$ cat config.mk
export PLATFORM = sky130hd
export DESIGN_NAME = gpio_port
export DESIGN_NICKNAME = d
export VERILOG_FILES = /design/src/gpio_port_pkg.sv /design/src/pin_sync.sv /design/src/gpio_port.sv
export SDC_FILE = /design/constraint.sdc
export NUM_CORES = 1
export LEC_CHECK = 0
export BUFFER_PORTS_ARGS = -buffer_cell sky130_fd_sc_hd__buf_2
export CELL_PAD_IN_SITES_DETAIL_PLACEMENT = 2
export CELL_PAD_IN_SITES_GLOBAL_PLACEMENT = 2
export CORE_UTILIZATION = 34
export CTS_CLUSTER_SIZE = 16
export DETAILED_ROUTE_END_ITERATION = 7
export GPL_ROUTABILITY_DRIVEN = 0
export PLACE_DENSITY_LB_ADDON = 0.1
export SLEW_MARGIN = 20
export SYNTH_ARGS = -nofsm -noshare
export SYNTH_HDL_FRONTEND = slang
export SYNTH_HIERARCHICAL = 1
export SYNTH_SLANG_ARGS = --single-unit
export TNS_END_PERCENT = 1
$ cat constraint.sdc
create_clock -name clock_in -period 4.51 [get_ports clock_in]
set_input_delay 0.451 -clock clock_in [delete_from_list [all_inputs] [get_ports clock_in]]
set_output_delay 0.451 -clock clock_in [all_outputs]
set_load 0.01 [all_outputs]
$ cat src/gpio_port_pkg.sv
package gpio_port_pkg;

    // ------------------------------------------------------------
    // port geometry
    // ------------------------------------------------------------
    localparam int PORT_W = 8;
    localparam int NPINS = 5;
    localparam int ADDR_W = 12;
    localparam int DATA_W = 32;

    // ------------------------------------------------------------
    // register byte offsets
    // ------------------------------------------------------------
    localparam logic [11:0] OFS_DATA_OUT = 12'h000;
    localparam logic [11:0] OFS_DIRECTION = 12'h004;
    localparam logic [11:0] OFS_INT_ENABLE = 12'h008;
    localparam logic [11:0] OFS_TRIG_MODE = 12'h00c;
    localparam logic [11:0] OFS_POLARITY = 12'h010;
    localparam logic [11:0] OFS_BOTH_EDGES = 12'h014;
    localparam logic [11:0] OFS_PIN_LEVEL = 12'h018;
    localparam logic [11:0] OFS_RAW_STATUS = 12'h01c;
    localparam logic [11:0] OFS_MASKED_STATUS = 12'h020;
    localparam logic [11:0] OFS_CONTROL = 12'h024;

    // ------------------------------------------------------------
    // control register fields
    // ------------------------------------------------------------
    localparam int CTRL_SLEEP_BIT = 0;
    localparam int CTRL_SOFT_RST_BIT = 1;

    // ------------------------------------------------------------
    // reset values
    // ------------------------------------------------------------
    localparam logic [4:0] RST_PIN_FIELD = 5'h00;
    localparam logic [31:0] RST_RDATA = 32'h0000_0000;
    localparam logic [4:0] TRIG_EDGE_ALL = 5'h00;

    // ------------------------------------------------------------
    // timing counts
    // ------------------------------------------------------------
    // edges after reset before pin history can be trusted
    localparam logic [1:0] SYNC_WARM = 2'h3;

endpackage

$ cat src/pin_sync.sv
`timescale 1ns/100ps

module pin_sync
    import gpio_port_pkg::*;
(
    // clock and reset
    input wire logic clock_in,
    input wire logic rst_in,
    // async pins in, synchronous copy out
    input wire logic [NPINS-1:0] async_in,
    output logic [NPINS-1:0] sync_out
);

    logic [NPINS-1:0] meta_reg;
    logic [NPINS-1:0] sync_reg;

    // --------------------------------------------------------
    // two flip-flop synchroniser
    // --------------------------------------------------------
    // first stage is read only by the second stage
    always_ff @(posedge clock_in or posedge rst_in) begin
        if (rst_in) begin
            meta_reg <= RST_PIN_FIELD;
            sync_reg <= RST_PIN_FIELD;
        end else begin
            meta_reg <= async_in;
            sync_reg <= meta_reg;
        end
    end

    assign sync_out = sync_reg;

endmodule

$ cat src/gpio_port.sv
//
// Function
// - only the low five of eight port bits work; upper three are reserved
// - software sets each pin's direction individually, input or output
// - each input pin is an interrupt source with its own control
// - each output pin drives its own software-chosen level, low or high
// - software reads both raw and masked interrupt status
// - while asleep, any change of an enabled input raises the interrupt
// - reset clears every per-pin interrupt enable bit
// - reset clears all registers and makes every pin an input
// - after reset every pin's trigger mode is edge-sensitive
// - the whole port runs synchronously on the one bus clock
// - port reset on chip reset, subsystem reset or port soft reset
// - no per-pin soft reset; reset always acts on the whole port
//
`timescale 1ns/100ps

module gpio_port
    import gpio_port_pkg::*;
(
    // clock and chip reset
    input wire logic clock_in,
    input wire logic rst_in,
    // synchronous subsystem reset
    input wire logic subsys_rst_in,
    // apb slave
    input wire logic psel_in,
    input wire logic penable_in,
    input wire logic pwrite_in,
    input wire logic [ADDR_W-1:0] paddr_in,
    input wire logic [DATA_W-1:0] pwdata_in,
    output logic [DATA_W-1:0] prdata_out,
    output logic pready_out,
    output logic pslverr_out,
    // pins
    input wire logic [NPINS-1:0] pin_in,
    output logic [NPINS-1:0] pin_out,
    output logic [NPINS-1:0] pin_oe_out,
    // interrupt and wake
    output logic irq_out,
    output logic wake_out
);

    // ------------------------------------------------------------
    // state
    // ------------------------------------------------------------
    typedef struct packed {
        logic [NPINS-1:0] dout;
        logic [NPINS-1:0] dir;
        logic [NPINS-1:0] ie;
        logic [NPINS-1:0] trig;
        logic [NPINS-1:0] pol;
        logic [NPINS-1:0] both;
        logic sleep;
        logic [NPINS-1:0] raw;
        logic [NPINS-1:0] prev;
        logic [1:0] warm;
        logic [DATA_W-1:0] rdata;
        logic ready;
        logic err;
        logic irq;
        logic wake;
    } state_t;

    state_t st_reg;
    state_t st_next;
    logic [NPINS-1:0] pin_sync_w;

    // widen a pin field into a bus word, upper bits zero
    function automatic logic [DATA_W-1:0] widen(input logic [NPINS-1:0] f);
        widen = {{(DATA_W-NPINS){1'b0}}, f};
    endfunction

    // ------------------------------------------------------------
    // input synchroniser
    // ------------------------------------------------------------
    pin_sync u_sync (
        .clock_in(clock_in),
        .rst_in(rst_in),
        .async_in(pin_in),
        .sync_out(pin_sync_w)
    );

    // ------------------------------------------------------------
    // next state
    // ------------------------------------------------------------
    always_comb begin
        logic setup;
        logic access;
        logic wr;
        logic rd;
        logic [NPINS-1:0] rise;
        logic [NPINS-1:0] fall;
        logic [NPINS-1:0] edge_hit;
        logic [NPINS-1:0] level_hit;
        logic [NPINS-1:0] hit;
        logic [NPINS-1:0] wd;
        rise = '0;
        fall = '0;
        edge_hit = '0;
        level_hit = '0;
        hit = '0;
        setup = psel_in & ~penable_in;
        access = psel_in & penable_in & st_reg.ready;
        wr = access & pwrite_in;
        rd = access & ~pwrite_in;
        wd = pwdata_in[NPINS-1:0];
        st_next = st_reg;
        // apb answer is prepared in the setup cycle
        st_next.ready = setup;
        st_next.err = 1'b0; // error stands only with ready
        if (setup) begin
            unique case (paddr_in)
                OFS_DATA_OUT: st_next.rdata = widen(st_reg.dout);
                OFS_DIRECTION: st_next.rdata = widen(st_reg.dir);
                OFS_INT_ENABLE: st_next.rdata = widen(st_reg.ie);
                OFS_TRIG_MODE: st_next.rdata = widen(st_reg.trig);
                OFS_POLARITY: st_next.rdata = widen(st_reg.pol);
                OFS_BOTH_EDGES: st_next.rdata = widen(st_reg.both);
                OFS_PIN_LEVEL: st_next.rdata = widen(pin_sync_w);
                OFS_RAW_STATUS: st_next.rdata = widen(st_reg.raw);
                OFS_MASKED_STATUS: begin
                    st_next.rdata = widen(st_reg.raw & st_reg.ie);
                end
                OFS_CONTROL: st_next.rdata = widen({4'h0, st_reg.sleep});
                default: begin
                    st_next.rdata = RST_RDATA;
                    st_next.err = 1'b1;
                end
            endcase
        end
        // register writes take effect at the access edge
        if (wr) begin
            unique case (paddr_in)
                OFS_DATA_OUT: st_next.dout = wd;
                OFS_DIRECTION: st_next.dir = wd;
                OFS_INT_ENABLE: st_next.ie = wd;
                OFS_TRIG_MODE: st_next.trig = wd;
                OFS_POLARITY: st_next.pol = wd;
                OFS_BOTH_EDGES: st_next.both = wd;
                OFS_CONTROL: st_next.sleep = pwdata_in[CTRL_SLEEP_BIT];
                default: st_next.sleep = st_reg.sleep;
            endcase
        end
        // event detection on synchronised inputs only
        rise = pin_sync_w & ~st_reg.prev;
        fall = ~pin_sync_w & st_reg.prev;
        edge_hit = (rise & ~st_reg.pol) | (fall & st_reg.pol)
            | ((rise | fall) & st_reg.both);
        level_hit = pin_sync_w ^ st_reg.pol;
        hit = ((edge_hit & ~st_reg.trig) | (level_hit & st_reg.trig))
            & ~st_reg.dir;
        if (st_reg.sleep) begin
            hit = hit | ((rise | fall) & st_reg.ie & ~st_reg.dir);
        end
        // no false edge while sync chain and history still hold reset
        if (st_reg.warm != SYNC_WARM) begin
            hit = '0;
            st_next.warm = st_reg.warm + 2'h1;
        end
        st_next.prev = pin_sync_w;
        // read clears only the bits reported; a new event wins
        if (rd && paddr_in == OFS_RAW_STATUS) begin
            st_next.raw = st_reg.raw & ~st_reg.rdata[NPINS-1:0];
        end
        st_next.raw = st_next.raw | hit;
        // whole-port soft or subsystem reset
        if (subsys_rst_in
            || (wr && paddr_in == OFS_CONTROL
                && pwdata_in[CTRL_SOFT_RST_BIT])) begin
            st_next.dout = RST_PIN_FIELD;
            st_next.dir = RST_PIN_FIELD;
            st_next.ie = RST_PIN_FIELD;
            st_next.trig = TRIG_EDGE_ALL;
            st_next.pol = RST_PIN_FIELD;
            st_next.both = RST_PIN_FIELD;
            st_next.sleep = 1'b0;
            st_next.raw = RST_PIN_FIELD;
        end
        st_next.irq = |(st_next.raw & st_next.ie);
        st_next.wake = st_next.irq & st_next.sleep;
    end

    // ------------------------------------------------------------
    // state register
    // ------------------------------------------------------------
    // single clock domain, async chip reset
    always_ff @(posedge clock_in or posedge rst_in) begin
        if (rst_in) begin
            st_reg <= '0;
        end else begin
            st_reg <= st_next;
        end
    end

    // outputs straight from flip-flops
    assign prdata_out = st_reg.rdata;
    assign pready_out = st_reg.ready;
    assign pslverr_out = st_reg.err;
    assign pin_out = st_reg.dout;
    assign pin_oe_out = st_reg.dir;
    assign irq_out = st_reg.irq;
    assign wake_out = st_reg.wake;

    logic wr_a;
    logic sr_a;
    assign wr_a = psel_in & penable_in & pready_out & pwrite_in;
    assign sr_a = wr_a && paddr_in == OFS_CONTROL
        && pwdata_in[CTRL_SOFT_RST_BIT];
endmodule

==> metrics.txt <==
most frequent cells in the layout 62 x dfrtp_1, 49 x nor2_1, 46 x buf_2; top cell type's share of synthesized area 43.3%; first-pass GRT wire length 17100 um; Std-Cell Rows 37; Clk Latency, worst-skew pair 0.35 ns; Max-slew headroom 34.0%; RSZ-0062 raised after global routing false; # resized after CTS 0; Fin. Hold Viols 0; Max Fclk 363 MHz; reg2reg end st_reg[63]$_DFFE_PP0P_; vias in the first global route 3048; initial antenna violation count 0; hold buffers post-CTS 0; clk_skew 0.00645 ns; # setup viols final 0; most area-hungry cell type in the Yosys netlist dfrtp_1; largest net degree at the start of global routing 53; TNS Setup 0 ns; PortBufs 46; reg2reg path depth 6; WL final 10500 um; DRT antenna net count 0; PD cells 314 nW/um^2; Die Wd 105 um; Core Region 10300 sq um; Tcrit/Tclk final 61.1%; arrival time at the worst endpoint 2.96 ns; CTS tree yes; io pins 101; Avg Inst Size Synth 9.61 sq um; share of cells above drive strength 1 20.2%; gr ovfl total 0; setup repair bufs after CTS 0; diode count 0; worst vdd ir 150 uV; number of max-cap violations 0; DRC viols 0; DP HPWL 7550 um; Reg2Reg Launch Point pready_out$_DFF_PP0_; Routed WL per cell 19.3 um; Hold Path Class in -> async; R2R Setup Slk 2.09 ns; sequential area share after synthesis 43.3%; Max Root-Sink Buffers 2; Vias/cell 5.16; DRT iter0 DRCs 132; Critical Path Sink Type register; Root Driver clkbuf_8; Clock Pin Slew Worst Setup and Hold Paths 0.07 ns; predominant post-synthesis flop cell dfrtp_1; Largest register FFs 33; CTS buffer count 9; Critical Path Fanout Max 10; CP Data Required Time 4.72 ns; status finished clean; fin. max-slew vios 0; commonest non-fill, non-tap cell in the layout dfrtp_1; vias after detailed routing 2823; Num Clock Sinks 62; first-pass iteration count of the detailed router 4; worst hold slack 0.0782 ns; Post-synth EDFFs 0; post-synth cell types 53; Net count, final 472; clock period minus worst slack 2.76 ns; Worst Tran Pin Value 0.984 ns; Area Growth Syn to Fin 10.9%; Synth Cell Area 3590 sq um; Gate Count Post-Synth 373; Die Span Y 105 um; total track usage 20.7%; Yosys warning total 6; top cells by area, synth dfrtp_1 43%, buf_4 8.8%, mux2i_1 7.0%; total die area 11000 sq um; #FFs+latches synth 62; CP Launch Type primary input; H-tree Lvls 3; Leak 1.86 nW; async set-reset flop share out of synthesis 100%; Crit Path Class in -> reg; Initial Util 34.9%
## how the worst max path moves through the flow
| stage | startpoint | to | cells past startpoint |
|---|---|---|---|
| CTS | paddr_in[7] | st_reg[63]$_DFFE_PP0P_ | 7 |
| global placement | paddr_in[7] | st_reg[63]$_DFFE_PP0P_ | 7 |
| global route | paddr_in[7] | st_reg[63]$_DFFE_PP0P_ | 7 |
| floorplan | paddr_in[7] | wake_out$_DFF_PP0_ | 6 |
| detailed placement | paddr_in[7] | st_reg[60]$_DFFE_PP0P_ | 7 |
| finish | paddr_in[7] | st_reg[63]$_DFFE_PP0P_ | 7 |
## cell families (layout without fill, tap and decap cells)
kind of cell    after synthesis  after routing  synth area share, %
simple gates                111            111                 15.7
buf+inv                      86             98                 13.4
fa+ha+maj                    11             11                 3.84
other cells                   1             27                0.105
compound gates               73             73                 15.2
flops                        62             62                 43.3
mux                          28             28                 8.23
xor+xnor                      1              1                0.244
## synthesized netlist by cell type, types with 2 or more instances
cell type  number
o211a_1         3
o21bai_1        2
nor2_1         49
o311ai_0        3
or4_4           2
nand4_1         3
inv_1          32
a22oi_1        10
o22ai_1         4
a211o_1         3
o211ai_1        2
a211oi_1        2
nand3_1         3
a222oi_1        5
clkbuf_1       10
nand2b_1        3
and2_1          3
ha_1           11
nor2b_1         2
nor3_1          4
a21oi_1        16
nor4_4          2
buf_4          42
nor3_2          3
nand2_1        25
mux2_2          2
or4_1           2
o21ai_0         7
a211oi_2        2
o41ai_1         3
dfrtp_1        62
mux2i_1        25
a2111oi_0       2
nor4_1          5
## power breakdown
group | internal [mW] | total, mW | switching (mW)
combinational | 0.0308 | 0.106 | 0.0748
clock | 0.324 | 0.563 | 0.239
sequential | 0.569 | 0.579 | 0.0101
total | 0.924 | 1.25 | 0.324
## layout make-up
cell class / instances / area (sq um)
multi-input cells: 251 / 1650
clock inverters: 6 / 85.1
flip-flops and latches: 62 / 1550
well taps: 136 / 170
fillers: 1167 / 6300
inverters: 32 / 120
repair buffers: 50 / 260
clock buffers: 10 / 138
## metrics by stage
step           std cells  setup WS (ns)  area, sq um  util (%)  power (mW)
6_report             547           1.75         3980      38.7        1.25
2_1_floorplan        399           1.87         3680         -       0.667
3_3_place_gp         531           1.46         3750      36.5       0.694
4_1_cts              547           1.73         3980      38.7        1.27
3_5_place_dp         531           1.38         3750      36.5       0.697
5_1_grt              547           1.58         3980      38.7        1.30
## layer usage
metal  GRT usage [%]  routed length (um)
met3            3.24                 397
met5               0                   0
met2            33.8                4950
met1            27.5                4990
met4            7.65                 215
## critical path, stage by stage
cell     delay [ns]
buf_2          0.10
or4_4          0.55
or4_1          0.68
nor3_2         0.87
nor2_1         0.09
a21oi_1        0.16
nor2_1         0.05
Note: power is estimated with default switching activity, not from simulation.
